## src/core/cpw_cfg.svh

```systemverilog
`ifndef CPW_CFG_SVH
`define CPW_CFG_SVH

// ------------------------------------------------------------
// timebase
// ------------------------------------------------------------
`define CPW_CLK_MHZ 50
`define CPW_SW_KHZ 100
`define CPW_PERIOD_CYC (`CPW_CLK_MHZ * 1000 / `CPW_SW_KHZ)
`define CPW_JIT_PCT 4
`define CPW_JIT_SPAN_CYC (`CPW_PERIOD_CYC * `CPW_JIT_PCT / 100)
`define CPW_JIT_PERIOD_MS 4
`define CPW_JIT_PERIOD_CYC (`CPW_JIT_PERIOD_MS * 1000 * `CPW_CLK_MHZ)
`define CPW_DMAX_NUM 3
`define CPW_DMAX_DEN 4

// ------------------------------------------------------------
// pulse timing, least times rounded up
// ------------------------------------------------------------
`define CPW_GATE_HOLD_NS 156
`define CPW_GATE_HOLD_CYC ((`CPW_GATE_HOLD_NS * `CPW_CLK_MHZ + 999) / 1000)
`define CPW_LEB_NORM_NS 220
`define CPW_LEB_NORM_CYC ((`CPW_LEB_NORM_NS * `CPW_CLK_MHZ + 999) / 1000)
`define CPW_LEB_BURST_NS 180
`define CPW_LEB_BURST_CYC ((`CPW_LEB_BURST_NS * `CPW_CLK_MHZ + 999) / 1000)

// ------------------------------------------------------------
// sense path scaling, codes are millivolts
// ------------------------------------------------------------
`define CPW_GAIN_X4 13
`define CPW_GAIN_SHIFT 2
`define CPW_SLOPE_MV_PER_US 50
`define CPW_SLOPE_MV_PER_CYC (`CPW_SLOPE_MV_PER_US / `CPW_CLK_MHZ)
`define CPW_LL_RAMP_MV_PER_CYC 2

// ------------------------------------------------------------
// soft start
// ------------------------------------------------------------
`define CPW_SS_STEPS 32
`define CPW_SS_STEP_US 300
`define CPW_SS_STEP_CYC (`CPW_SS_STEP_US * `CPW_CLK_MHZ)
`define CPW_SS_TIME_MS 10
`define CPW_SS_TIME_CYC (`CPW_SS_TIME_MS * 1000 * `CPW_CLK_MHZ)
`define CPW_SS_LEVEL_STEP_MV 128
`define CPW_SYNC_BITS 5

`endif

```

## src/core/cpw_pkg.sv

```systemverilog
package cpw_pkg;
    // soft start sequencing
    typedef enum logic [1:0] {
        SS_IDLE,
        SS_RAMP,
        SS_DONE
    } cpw_ss_state_t;
endpackage

```

## src/core/cpw_osc.sv

```systemverilog
`include "cpw_cfg.svh"

// fixed-frequency oscillator with triangular period dither
module cpw_osc
    import cpw_pkg::*;
#(
    parameter int unsigned JITTER_CYCLES = `CPW_JIT_PERIOD_CYC
) (
    input wire logic ref_clk, // timebase
    input wire logic rst, // async reset, high
    input wire logic jitter_en, // dither allowed
    output logic cycle_start, // one-cycle pulse at period start
    output logic on_phase // high in the duty-limit on phase
);
    // four sweeps of the span make one dither period
    localparam int unsigned STEP_CYC = JITTER_CYCLES / (4 * `CPW_JIT_SPAN_CYC);
    localparam logic [9:0] BASE = 10'(`CPW_PERIOD_CYC);
    localparam logic [9:0] SPAN = 10'(`CPW_JIT_SPAN_CYC);

    logic [9:0] phase_reg; // position in period
    logic [9:0] offset_reg; // dither offset, two's complement
    logic up_reg; // dither direction
    logic [19:0] step_reg; // dither step timer
    logic [9:0] period; // current period length
    logic [11:0] on_len; // on-phase length

    assign period = BASE + offset_reg;
    assign on_len = 12'({2'b00, period} * 12'(`CPW_DMAX_NUM) / 12'(`CPW_DMAX_DEN));

    // ------------------------------------------------------------
    // phase counter
    // ------------------------------------------------------------
    always_ff @(posedge ref_clk or posedge rst) begin
        if (rst) begin
            phase_reg <= 10'h000;
            cycle_start <= 1'b0;
            on_phase <= 1'b0;
        end else begin
            cycle_start <= (phase_reg == 10'h000); // RL12
            on_phase <= ({2'b00, phase_reg} < on_len); // RL13
            phase_reg <= (phase_reg >= period - 10'h001) ? 10'h000 : phase_reg + 10'h001;
        end
    end

    // ------------------------------------------------------------
    // dither sweep, parked at nominal until enabled
    // ------------------------------------------------------------
    always_ff @(posedge ref_clk or posedge rst) begin
        if (rst) begin
            offset_reg <= 10'h000;
            up_reg <= 1'b1;
            step_reg <= 20'h00000;
        end else if (!jitter_en) begin
            offset_reg <= 10'h000; // RL14
            up_reg <= 1'b1;
            step_reg <= 20'h00000;
        end else if (step_reg >= 20'(STEP_CYC - 1)) begin
            step_reg <= 20'h00000;
            if (up_reg) begin
                offset_reg <= offset_reg + 10'h001; // RL12
                up_reg <= (offset_reg + 10'h001 != SPAN);
            end else begin
                offset_reg <= offset_reg - 10'h001;
                up_reg <= (offset_reg - 10'h001 == 10'h000 - SPAN);
            end
        end else begin
            step_reg <= step_reg + 20'h00001;
        end
    end
endmodule

```

## src/core/cpw_softstart.sv

```systemverilog
`include "cpw_cfg.svh"

// counter-driven soft-start sequencer
module cpw_softstart
    import cpw_pkg::*;
#(
    parameter int unsigned STEP_CYCLES = `CPW_SS_STEP_CYC,
    parameter int unsigned TOTAL_CYCLES = `CPW_SS_TIME_CYC
) (
    input wire logic ref_clk, // timebase
    input wire logic rst, // async reset, high
    input wire logic start, // one-cycle start or restart request
    input wire logic clear, // undervoltage, forces step zero
    output logic [4:0] step, // current soft-start step
    output logic sink_on, // current sink active
    output logic done // soft start over
);
    cpw_ss_state_t state_reg; // sequencer state
    logic [19:0] tick_reg; // step timer
    logic [19:0] total_reg; // overall timer

    // ------------------------------------------------------------
    // sequencer, clear wins over start
    // ------------------------------------------------------------
    always_ff @(posedge ref_clk or posedge rst) begin
        if (rst) begin
            state_reg <= SS_IDLE;
            tick_reg <= 20'h00000;
            total_reg <= 20'h00000;
            step <= 5'h00;
        end else if (clear) begin
            state_reg <= SS_IDLE; // RL20
            tick_reg <= 20'h00000;
            total_reg <= 20'h00000;
            step <= 5'h00;
        end else if (start) begin
            state_reg <= SS_RAMP; // RL7 RL11
            tick_reg <= 20'h00000;
            total_reg <= 20'h00000;
            step <= 5'h00;
        end else begin
            case (state_reg)
                SS_RAMP: begin
                    total_reg <= total_reg + 20'h00001;
                    if (total_reg >= 20'(TOTAL_CYCLES - 1)) begin
                        state_reg <= SS_DONE; // RL9
                    end
                    if (tick_reg >= 20'(STEP_CYCLES - 1)) begin
                        tick_reg <= 20'h00000;
                        // saturate at the last of the steps
                        if (step != 5'(`CPW_SS_STEPS - 1)) begin
                            step <= step + 5'h01; // RL8
                        end
                    end else begin
                        tick_reg <= tick_reg + 20'h00001;
                    end
                end
                SS_IDLE, SS_DONE: begin
                    tick_reg <= 20'h00000;
                end
                default: begin
                    state_reg <= SS_IDLE;
                end
            endcase
        end
    end

    // ------------------------------------------------------------
    // registered status
    // ------------------------------------------------------------
    always_ff @(posedge ref_clk or posedge rst) begin
        if (rst) begin
            sink_on <= 1'b0;
            done <= 1'b0;
        end else begin
            sink_on <= (state_reg == SS_RAMP); // RL9
            done <= (state_reg == SS_DONE);
        end
    end
endmodule

```

## src/core/cpw_top.sv

```systemverilog
`include "cpw_cfg.svh"

// Notes on behaviour
// RL1: width trip when amplified sense exceeds feedback
// RL2: ramp switch closed in off phase
// RL3: gate held off 156ns after start
// RL4: blanked sense scaled by gain 3.25
// RL5: slope ramp 50mV/us while gate on
// RL6: no slope ramp during burst mode
// RL7: soft start begins at turn-on, 32 steps
// RL8: soft-start step advances every 300us
// RL9: soft start ends at 10ms, sink off
// RL10: duty grows from zero during soft start
// RL11: soft start rerun on each restart attempt
// RL12: 100kHz oscillator, 4% dither, 4ms sweep
// RL13: duty capped at 0.75 of period
// RL14: dither only after soft start ends
// RL15: oscillator sets latch, comparators clear it
// RL16: gate low while supply undervoltage
// RL17: peak limit clears latch every cycle
// RL18: burst limit active only in burst
// RL19: blanking 220ns normal, 180ns burst
// RL20: undervoltage resets soft-start counter
// RL21: comparator outcomes synchronised before use
module cpw_top
    import cpw_pkg::*;
#(
    parameter int unsigned SS_STEP_CYCLES = `CPW_SS_STEP_CYC,
    parameter int unsigned SS_TOTAL_CYCLES = `CPW_SS_TIME_CYC,
    parameter int unsigned JITTER_CYCLES = `CPW_JIT_PERIOD_CYC
) (
    input wire logic ref_clk, // 50 MHz timebase
    input wire logic rst, // async reset, high
    input wire logic supply_on, // supply above turn-on level
    input wire logic supply_uv, // supply below undervoltage_off_level
    input wire logic restart_req, // auto-restart attempt, level
    input wire logic burst_mode, // active burst mode entered
    input wire logic peak_cmp, // peak_limit_comparator outcome
    input wire logic burst_cmp, // burst_limit_comparator outcome
    input wire logic [9:0] sense_code, // current-sense level, mV
    input wire logic [11:0] feedback_level, // feedback level, mV
    output logic gate_drive, // power switch gate
    output logic ramp_switch, // high while ramp_switch is closed
    output logic ss_sink_on, // soft-start current sink on
    output logic [4:0] ss_step, // soft-start step
    output logic jitter_active // frequency dither running
);
    // ------------------------------------------------------------
    // input synchronisers
    // ------------------------------------------------------------
    logic [`CPW_SYNC_BITS-1:0] raw_in; // asynchronous outcomes
    logic [`CPW_SYNC_BITS-1:0] meta_reg; // first stage, read by second only
    logic [`CPW_SYNC_BITS-1:0] sync_reg; // second stage, safe to use
    logic peak_s; // synchronised peak limit
    logic burst_cmp_s; // synchronised burst limit
    logic on_s; // synchronised turn-on
    logic uv_s; // synchronised undervoltage
    logic burst_s; // synchronised burst mode

    assign raw_in = {burst_mode, supply_uv, supply_on, burst_cmp, peak_cmp};

    generate
        for (genvar i = 0; i < `CPW_SYNC_BITS; i++) begin : g_sync
            always_ff @(posedge ref_clk or posedge rst) begin
                if (rst) begin
                    meta_reg[i] <= 1'b0;
                    sync_reg[i] <= 1'b0;
                end else begin
                    meta_reg[i] <= raw_in[i]; // RL21
                    sync_reg[i] <= meta_reg[i];
                end
            end
        end
    endgenerate

    assign peak_s = sync_reg[0];
    assign burst_cmp_s = sync_reg[1];
    assign on_s = sync_reg[2];
    assign uv_s = sync_reg[3];
    assign burst_s = sync_reg[4];

    // ------------------------------------------------------------
    // run control and start events
    // ------------------------------------------------------------
    logic run_reg; // controller biased and switching allowed
    logic on_d_reg; // previous turn-on level
    logic restart_d_reg; // previous restart level, unsynchronised
    logic restart_s_reg; // restart level, resampled
    logic ss_start; // soft-start start pulse

    // restart is treated as synchronous, one stage is enough for edges
    always_ff @(posedge ref_clk or posedge rst) begin
        if (rst) begin
            on_d_reg <= 1'b0;
            restart_s_reg <= 1'b0;
            restart_d_reg <= 1'b0;
        end else begin
            on_d_reg <= on_s;
            restart_s_reg <= restart_req;
            restart_d_reg <= restart_s_reg;
        end
    end

    assign ss_start = (on_s && !on_d_reg) || (restart_s_reg && !restart_d_reg);

    // run once turned on, stop on undervoltage; uv wins
    always_ff @(posedge ref_clk or posedge rst) begin
        if (rst) begin
            run_reg <= 1'b0;
        end else if (uv_s) begin
            run_reg <= 1'b0; // RL16
        end else if (ss_start) begin
            run_reg <= 1'b1; // RL7
        end
    end

    // ------------------------------------------------------------
    // oscillator and soft start
    // ------------------------------------------------------------
    logic cycle_start; // period start pulse
    logic on_phase; // duty-limit on phase
    logic ss_done; // soft start finished

    cpw_osc #(
        .JITTER_CYCLES(JITTER_CYCLES)
    ) u_osc (
        .ref_clk(ref_clk),
        .rst(rst),
        .jitter_en(jitter_active),
        .cycle_start(cycle_start),
        .on_phase(on_phase)
    );

    cpw_softstart #(
        .STEP_CYCLES(SS_STEP_CYCLES),
        .TOTAL_CYCLES(SS_TOTAL_CYCLES)
    ) u_ss (
        .ref_clk(ref_clk),
        .rst(rst),
        .start(ss_start && !uv_s), // RL11
        .clear(uv_s), // RL20
        .step(ss_step),
        .sink_on(ss_sink_on),
        .done(ss_done)
    );

    // dither follows the end of soft start while running
    always_ff @(posedge ref_clk or posedge rst) begin
        if (rst) begin
            jitter_active <= 1'b0;
        end else begin
            jitter_active <= ss_done && run_reg; // RL14
        end
    end

    // ------------------------------------------------------------
    // ramps: light-load ramp and slope compensation
    // ------------------------------------------------------------
    logic [11:0] ll_ramp_reg; // light-load voltage ramp, mV
    logic [11:0] slope_reg; // slope_compensation_ramp, mV

    // ramp_switch discharges the ramp in the off phase
    always_ff @(posedge ref_clk or posedge rst) begin
        if (rst) begin
            ramp_switch <= 1'b1;
            ll_ramp_reg <= 12'h000;
        end else begin
            ramp_switch <= !on_phase || cycle_start; // RL2
            if (ramp_switch) begin
                ll_ramp_reg <= 12'h000;
            end else if (ll_ramp_reg < 12'hf00) begin
                ll_ramp_reg <= ll_ramp_reg + 12'(`CPW_LL_RAMP_MV_PER_CYC);
            end
        end
    end

    // slope rises only with the gate on, never in burst
    always_ff @(posedge ref_clk or posedge rst) begin
        if (rst) begin
            slope_reg <= 12'h000;
        end else if (burst_s || !gate_drive) begin
            slope_reg <= 12'h000; // RL6
        end else if (slope_reg < 12'hf00) begin
            slope_reg <= slope_reg + 12'(`CPW_SLOPE_MV_PER_CYC); // RL5
        end
    end

    // ------------------------------------------------------------
    // start hold and leading-edge blanking
    // ------------------------------------------------------------
    logic [3:0] hold_reg; // cycles since period start
    logic hold_done; // start hold elapsed
    logic [3:0] blank_reg; // cycles since gate turn-on
    logic [3:0] blank_len; // blanking length for the mode
    logic blank_done; // blanking_window elapsed

    always_ff @(posedge ref_clk or posedge rst) begin
        if (rst) begin
            hold_reg <= 4'h0;
        end else if (cycle_start) begin
            hold_reg <= 4'h0;
        end else if (!hold_done) begin
            hold_reg <= hold_reg + 4'h1; // RL3
        end
    end

    assign hold_done = (hold_reg >= 4'(`CPW_GATE_HOLD_CYC - 1));

    // shorter window in burst since spikes are smaller
    assign blank_len = burst_s ? 4'(`CPW_LEB_BURST_CYC) : 4'(`CPW_LEB_NORM_CYC); // RL19

    always_ff @(posedge ref_clk or posedge rst) begin
        if (rst) begin
            blank_reg <= 4'h0;
        end else if (!gate_drive) begin
            blank_reg <= 4'h0;
        end else if (!blank_done) begin
            blank_reg <= blank_reg + 4'h1;
        end
    end

    assign blank_done = gate_drive && (blank_reg >= blank_len); // RL19

    // ------------------------------------------------------------
    // sense amplifier and comparators
    // ------------------------------------------------------------
    logic [13:0] amp_sense; // blanked sense times 3.25
    logic [13:0] ramp_sum; // amplified sense plus ramps
    logic [12:0] ss_level; // ramp_up_level, mV
    logic width_trip; // width_comparator
    logic ss_trip; // soft-start comparator
    logic limit_trip; // peak or burst limit
    logic terminate; // any comparator trip clearing pulse_latch

    // sense path is forced to zero inside the blanking window
    assign amp_sense = blank_done ?
        14'(({4'h0, sense_code} * 14'(`CPW_GAIN_X4)) >> `CPW_GAIN_SHIFT) : 14'h0000; // RL4
    assign ramp_sum = amp_sense + {2'b00, ll_ramp_reg} + {2'b00, slope_reg}; // RL5
    assign ss_level = 13'(({8'h00, ss_step} + 13'h0001) * 13'(`CPW_SS_LEVEL_STEP_MV));

    assign width_trip = ramp_sum > {2'b00, feedback_level}; // RL1
    // limit stays in the loop only while the sink is active
    assign ss_trip = ss_sink_on && (ramp_sum > {1'b0, ss_level}); // RL10
    assign limit_trip = peak_s || (burst_s && burst_cmp_s); // RL17 RL18
    assign terminate = blank_done && (width_trip || ss_trip || limit_trip); // RL15

    // ------------------------------------------------------------
    // pulse latch and gate
    // ------------------------------------------------------------
    logic latch_reg; // pulse_latch
    logic gate_next; // next gate level

    // set by the oscillator, cleared by a trip or by the off phase
    always_ff @(posedge ref_clk or posedge rst) begin
        if (rst) begin
            latch_reg <= 1'b0;
        end else if (uv_s || !run_reg) begin
            latch_reg <= 1'b0; // RL16
        end else if (cycle_start) begin
            latch_reg <= 1'b1; // RL15
        end else if (terminate || !on_phase) begin
            latch_reg <= 1'b0; // RL1 RL17 RL13
        end
    end

    // trip term bypasses the latch so the gate drops on the next edge
    assign gate_next = latch_reg && !terminate && hold_done && on_phase && run_reg && !uv_s;

    always_ff @(posedge ref_clk or posedge rst) begin
        if (rst) begin
            gate_drive <= 1'b0;
        end else begin
            gate_drive <= gate_next; // RL3 RL15
        end
    end
endmodule

```

## config.mk

```make
export PLATFORM = sky130hd
export DESIGN_NAME = cpw_top
export DESIGN_NICKNAME = d
export VERILOG_FILES = /design/src/core/cpw_pkg.sv /design/src/core/cpw_osc.sv /design/src/core/cpw_softstart.sv /design/src/core/cpw_top.sv
export VERILOG_INCLUDE_DIRS = /design/src /design/src/core
export SDC_FILE = /design/constraint.sdc
export NUM_CORES = 1
export LEC_CHECK = 0
export BUFFER_PORTS_ARGS = -buffer_cell sky130_fd_sc_hd__buf_4
export CAP_MARGIN = 0
export CORE_MARGIN = 3
export CORE_UTILIZATION = 45
export DETAILED_ROUTE_END_ITERATION = 7
export SYNTH_ARGS = -nofsm -noshare
export SYNTH_HDL_FRONTEND = slang
export SYNTH_SLANG_ARGS = --single-unit
export TNS_END_PERCENT = 30
```

## constraint.sdc

```tcl
create_clock -name ref_clk -period 6.8 [get_ports ref_clk]
set_input_delay 0.68 -clock ref_clk [delete_from_list [all_inputs] [get_ports ref_clk]]
set_output_delay 0.68 -clock ref_clk [all_outputs]
set_load 0.05 [all_outputs]
```

# Word-level counts from Yosys, hierarchy flattened
# Cells that the tools add are included.
[classes] n_addsub=16 n_mul=2 order_cmp=11 n_eq_ne=10 muxes=40 n_reduce_logical=41
[op_table] operator="two-way mux 20 bit" count=8
[op_table] operator="adder 20 x 1 -> 20 bit (second input constant)" count=3
[op_table] operator="two-way mux 12 bit" count=5
[op_table] operator="two-way mux 10 bit" count=4
[op_table] operator="case mux 20 bit (2 select lines)" count=1
[op_table] operator="two-way mux 5 bit" count=5
[op_table] operator="less-than comparator 12 bit (second input constant)" count=2
[op_table] operator="adder 10 x 1 -> 10 bit (second input constant)" count=2
[op_table] operator="greater-or-equal comparator 20 x 12 -> 1 bit (second input constant)" count=1
[op_table] operator="greater-or-equal comparator 20 x 14 -> 1 bit (second input constant)" count=1
[op_table] operator="greater-or-equal comparator 20 x 19 -> 1 bit (second input constant)" count=1
[op_table] operator="subtractor 10 x 1 -> 10 bit (second input constant)" count=2
[op_table] operator="two-way mux 4 bit" count=4
[op_table] operator="adder 13 x 12 -> 14 bit" count=1
[op_table] operator="> comparator 14 x 12 -> 1 bit" count=1
[op_table] operator="> comparator 14 x 13 -> 1 bit" count=1
[op_table] operator="multiplier 10 x 4 -> 14 bit (second input constant)" count=1
[op_table] operator="adder 12 x 12 -> 13 bit" count=1
[op_table] operator="logical AND 1 bit" count=13
[op_table] operator="adder 12 x 1 -> 12 bit (second input constant)" count=1
[op_table] operator="adder 12 x 2 -> 12 bit (second input constant)" count=1
[op_table] operator="multiplier 10 x 2 -> 12 bit (second input constant)" count=1
[op_table] operator="nonzero test 3 bit" count=4
[op_table] operator="adder 9 x 10 -> 10 bit (first input constant)" count=1
[op_table] operator="other kinds (28)" count=55
[totals] register_bits=142

# Longest topological paths before layout
[depth] ltp_word=17 depth_mapped=28 ltp_nobuf=28

# Cells and area by module
# Synthesis repeated with hierarchy kept, for this count alone.
[hier_totals] hier_cells=1069 area_unflattened_um2=10040.9
[by_module_without_submodules] module="cpw_top" n_inst=1 cells_per_inst=429 area_per_inst_um2=4120.2 seq_area_each_um2=1227.4
[by_module_without_submodules] module="cpw_osc" n_inst=1 cells_per_inst=388 area_per_inst_um2=3450.8 seq_area_each_um2=1077.3
[by_module_without_submodules] module="cpw_softstart" n_inst=1 cells_per_inst=252 area_per_inst_um2=2469.9 seq_area_each_um2=1226.2

# Worst setup path after synthesis
# No wires, ideal clock.
[synth_timing] path_type="input -> register" startpoint="input sense_code[1]" endpoint="register gate_drive" setup_ns=0.072 arrival_ns=5.969 required_ns=6.728 path_slack_ns=0.758 cell_stages=27 path_buffers=0 cell_sequence="ha_1 > fa_1 > ha_1 > a21o_1 > a21oi_1 > nor2b_1 > o21a_1 > nor4_1 > nor2_1 > xnor2_1 > nor2_1 > fa_1 > ha_1 > o21a_1 > o21ai_0 > a41oi_1 > o21ai_0 > nand2b_1 > xnor2_1 > inv_1 > ha_1 > o21ai_0 > o21ai_0 > mux2_1 > a2111oi_2 > a31oi_1 > nor2_1"
[synth_via] elab_chain_cells=15 word_cells_on_any_way=16 cone_classes="2 x add/sub; 1 x mul; 2 x order compare; 1 x mux; 10 x reduce/logical"
[synth_rtl] element="from (decl)" line_no="cpw_top.sv:40" rtl="input wire logic [9:0] sense_code,"
[synth_rtl] element="multiplier 10 x 4 -> 14 bit (*)" line_no="cpw_top.sv:237" rtl="14'(({4'h0, sense_code} * 14'(`CPW_GAIN_X4)) >> `CPW_GAIN_SHIFT) : 14'h0000;"
[synth_rtl] element="two-way mux 12 bit (*)" line_no="cpw_top.sv:236" rtl="assign amp_sense = blank_done ?"
[synth_rtl] element="adder 12 x 12 -> 13 bit (*)" line_no="cpw_top.sv:238" rtl="assign ramp_sum = amp_sense + {2'b00, ll_ramp_reg} + {2'b00, slope_reg};"
[synth_rtl] element="adder 13 x 12 -> 14 bit (*)" line_no="cpw_top.sv:238"
[synth_rtl] element="> comparator 14 x 13 -> 1 bit" line_no="cpw_top.sv:243" rtl="assign ss_trip = ss_sink_on && (ramp_sum > {1'b0, ss_level});"
[synth_rtl] element="logical AND 1 bit" line_no="cpw_top.sv:243"
[synth_rtl] element="logical OR 1 bit (*) (2 in series)" line_no="cpw_top.sv:245" rtl="assign terminate = blank_done && (width_trip || ss_trip || limit_trip);"
[synth_rtl] element="logical AND 1 bit (*)" line_no="cpw_top.sv:245"
[synth_rtl] element="zero test 1 bit (*)" line_no="cpw_top.sv:267" rtl="assign gate_next = latch_reg && !terminate && hold_done && on_phase && run_reg && !uv_s;"
[synth_rtl] element="logical AND 1 bit (*) (5 in series)" line_no="cpw_top.sv:267"
[synth_rtl] element="net gate_next" line_no="cpw_top.sv:251" rtl="logic gate_next;"
[synth_rtl] element="to (signal assigned)" line_no="cpw_top.sv:273" rtl="gate_drive <= gate_next;"
[synth_rtl] element="to (decl)" line_no="cpw_top.sv:42" rtl="output logic gate_drive,"
# Mark *: on every way through the listed nets, which the timed path passes. The rest lies on a longest branch.
# A chain may end at the register's enable or synchronous reset.

# Worst setup path after layout
# Ends and elaborated chain as after synthesis.

==> run summary <==
The run finished with clean final reports. The filler cells instantiated in the layout total 1965. Critical path endpoint: gate_drive. The reported max-cap violation count was 0. The tools report the startpoint of the worst-slack reg-to-reg timing path as burst_s. The number of storage elements in the synthesis netlist was 141. For the area of all sequential standard cells, the log shows 0.00353 mm2.

Setup violations remaining at the end of the flow were counted as 0. The count of yosys warnings during synthesis was 0. The via density per instance came out at 5.29. The highest metal layer carrying signal wires in the routed design is met4. The tools report the aggregate global-route resource usage as 17.7%. The maximum achievable frequency was 159 MHz; the share of layout cells above drive strength 1 was 7.86%. The worst setup path is of the in -> reg kind. The number of inserted diodes came out at 0. At the worst endpoint, the required time is 7140 ps. For the final database, setup skew stands at 7.97 ps. The tools report the summed negative setup slack over all endpoints as 0 ps. Yosys attributes the largest share of cell area to dfrtp_1 (36%), ha_1 (14%), xor2_1 (5.2%).

The count of buffers from port buffering was 38; the peak ir drop on the vdd network was 0.123 mV. The netlist uses 65 different library cells. The design draws 1.98 mW.

In this run the critical register-to-register path is captured at latch_reg. The final weighted congestion in routability-driven placement is 0.849. The most used flip-flop cell after synthesis is dfrtp_1. The first detailed-routing pass took 5 iterations. For the relative contribution of combinational cells to total power, the log shows 8.6%. The mean cell area of the mapped netlist works out to 9.31 um2. The synthesized design contains 0 enable-type register cells. The final period demand of the worst path came out at 6270 ps. In the routed design, unresolved DRC markers number 0.

For the worst-skew pair, the clock arrives at the later sink with an insertion delay of 420 ps. Once routing completed, OpenROAD measured the worst setup slack at 528 ps. Tracing the worst setup path back leads to its startpoint at sense_code[1]. For this run, the register share of the synthesized area comes to 36.4%. The worst path uses 92.2% of the clock period. The relative contribution of the clock network to total power is 48.3%, and the arrival time of data at the critical path endpoint is 6620 ps. The logs give 7215 for the number of global-route vias before repair and 1043 for the instance count of the mapped netlist. The routed layout has 7237 vias. TritonCTS built the clock tree. In this run the horizontal extent of the chip is 153 um. For this block, wires on met1 add up to 10100 um. Summed over all nets, wire length on met3 after detailed routing comes to 596 um.

The starting utilization of the core area is 46.0%, and the final HPWL from detailed placement is 14400 um. For this design the static power due to leakage is 5.21 nW. The normalized max-slew margin is 32.7%, and the number of gates given a new drive strength after cts is 0. The number of top-level pins came out at 39. The worst setup path is launched from an input pin. The run gives 1410 ps as the register-to-register setup slack. The final hold violation count is 0. The worst hold slack came out at 331 ps. At the end of the flow, the number of nets in the layout was 1241. The path class of the lowest-slack min-delay path is in -> async. The number of hold buffers added after CTS was 0.

The largest buffer count on any clock path is 2. Counting the buffers created by CTS gives 17. For the die area, the log shows 0.0234 mm2. Net switching is 24.4% of the power. The global route total overflow came out at 0.

Summed over all instances, the cell type with the most area after synthesis is dfrtp_1. The worst-margin pin slew is 998 ps. The fraction of post-synthesis cell area in the top cell type by area came out at 35.8%. The average wire length per cell after detail routing came out at 14.4 um. Sequential cells account for 43.1% of the total power.

The logs give 53 for the number of placement rows and 0 for the number of antenna violations at the first check in global routing. The die is 153 um tall. The tools report the standard cell core area as 0.0211 mm2. The pre-CTS worst setup slack is 160 ps, and the H-tree depth reported by CTS is 4. Entering global routing, the biggest net connects 78 pins. The clock edge transition at the registers on the reported setup and hold paths was 60 ps.

The number of setup buffers added after CTS is 0, and the post-route cell area is 0.0109 mm2. Clock tree synthesis selected as its root buffer the cell clkbuf_16. The area added between synthesis and finish is 12.0%, and the post-route core utilization is 51.6%. The summed instance area of the synthesized netlist was 0.00971 mm2. Once detail routing completed, the nets flagged for antenna violations numbered 0. Number of slew-limit violations in the final report: 0. Counting every sink on the clock net gives 141. Setup repair after global routing left no endpoint under its margin. The count of cells in the finished layout, fillers not included, comes to 1369. The number of cells on the worst reg-to-reg path is 23. Of all flip-flops after synthesis, the portion carrying an async set or reset was 100%.

For this block, the initial DRC count from the detailed router was 491. The internal power of the cells totals 1.50 mW. Power spread over the standard cell area amounts to 182 mW/mm2.

The multi-input combinational cells in the finished layout cover a total of 0.00580 mm2. The wire length of the first global-routing pass was 35100 um; the critical-path maximum fanout was 5. The cell area reported after detailed placement is 0.0103 mm2. The wire length after detailed routing was 19800 um. Detailed routing placed a total of 8920 um of wire on met2. For this design the total switching power over the nets is 483 uW. After detailed placement, the design holds a cell count of 1337.

The worst setup path is captured at a flip-flop.
per-layer routing:
metal	global-route usage [%]	up-vias
met4	4.29	0
met5	0	-
met1	25.3	3450
li1	-	3682
met2	28.0	93
met3	3.23	12
critical path, cell delays in order:
cell and delay [ps]:
buf_4 120, ha_1 300, fa_1 520, fa_1 480, a21o_1 210, a21oi_1 170, nor2b_1 70, o21ai_0 200
nor2b_1 180, xor2_1 160, nor2_1 70, fa_1 450, ha_1 400, o211a_1 190, nand4_1 120, a41oi_1 250
o21ai_0 120, nand2b_1 110, xnor2_1 150, inv_1 70, ha_1 310, o21ai_0 230, o21ai_0 140, mux2_1 320
a2111oi_2 350, a31oi_1 170, nor2_1 100
synth_stat cells (5+ instances only):
cell	n
xnor2_1	48
or2_2	6
nand4_1	24
nor3_1	20
ha_1	110
nor2b_1	11
and3_1	19
a21o_1	19
inv_1	80
dfrtp_1	139
nand2b_1	10
clkbuf_1	21
and2_1	9
a31oi_1	12
fa_1	20
mux2i_1	6
or3_1	12
o21ai_0	40
o31ai_1	9
o21a_1	5
nand3_1	39
xor2_1	58
nor2_1	108
nand2_1	76
and4_1	7
a21oi_1	57
nor4_1	9
power groups by stage:
stage / clock, mW / combinational, mW / sequential (mW)
2_1_floorplan: 0 / 0.119 / 0.871
3_3_place_gp: 0 / 0.167 / 0.870
3_5_place_dp: 0 / 0.170 / 0.870
4_1_cts: 0.982 / 0.172 / 0.855
5_1_grt: 1.02 / 0.198 / 0.856
6_report: 0.958 / 0.170 / 0.855
how the worst min path moves through the flow:
stage,startpoint,endpoint,slack (ps),depth (start not counted)
4_1_cts,burst_cmp,meta_reg[1],350,1
3_3_place_gp,meta_reg[1],burst_cmp_s,330,0
3_5_place_dp,meta_reg[1],burst_cmp_s,340,0
5_1_grt,burst_cmp,meta_reg[1],350,1
2_1_floorplan,meta_reg[1],burst_cmp_s,330,0
6_report,rst,u_osc.step_reg[4],330,2
cell usage in the layout (no fill, tap or decap), types with 9 or more instances in the layout:
| cell | netlist | final |
|---|---|---|
| dfrtp_1 | 139 | 139 |
| ha_1 | 110 | 110 |
| nor2_1 | 108 | 108 |
| inv_1 | 80 | 79 |
| nand2_1 | 76 | 76 |
| xor2_1 | 58 | 58 |
| a21oi_1 | 57 | 57 |
| xnor2_1 | 48 | 48 |
| o21ai_0 | 40 | 40 |
| nand3_1 | 39 | 39 |
| buf_4 | 0 | 39 |
| nand4_1 | 24 | 24 |
| nor3_1 | 20 | 20 |
| fa_1 | 20 | 20 |
| and3_1 | 19 | 19 |
| a21o_1 | 19 | 19 |
| clkbuf_16 | 0 | 17 |
| or3_1 | 12 | 12 |
| a31oi_1 | 12 | 12 |
| nor2b_1 | 11 | 11 |
| nand2b_1 | 10 | 10 |
| and2_1 | 9 | 9 |
| o31ai_1 | 9 | 9 |
cells by family (layout without fill, tap and decap cells):
kind of cell,count (synthesis),in the layout,synth area share [%]
AND/OR/NAND/NOR,366,366,18.6
AO/OA/AOI/OAI,185,185,12.2
flip-flops,141,141,36.4
adder cells (fa/ha/maj),130,130,18.3
buffers and inverters,107,151,4.19
XOR/XNOR,106,106,9.56
multiplexers,7,7,0.735
other,1,8,0.0386
cell type report:
type	count	area share, %
Multi-Input combinational cell	802	53.4
Tap cell	275	3.16
Inverter	80	2.81
Clock buffer	19	3.98
Timing Repair Buffer	39	2.69
Sequential cell	141	32.5
Clock inverter	13	1.52
No activity file was read; power rests on OpenSTA's default activity.
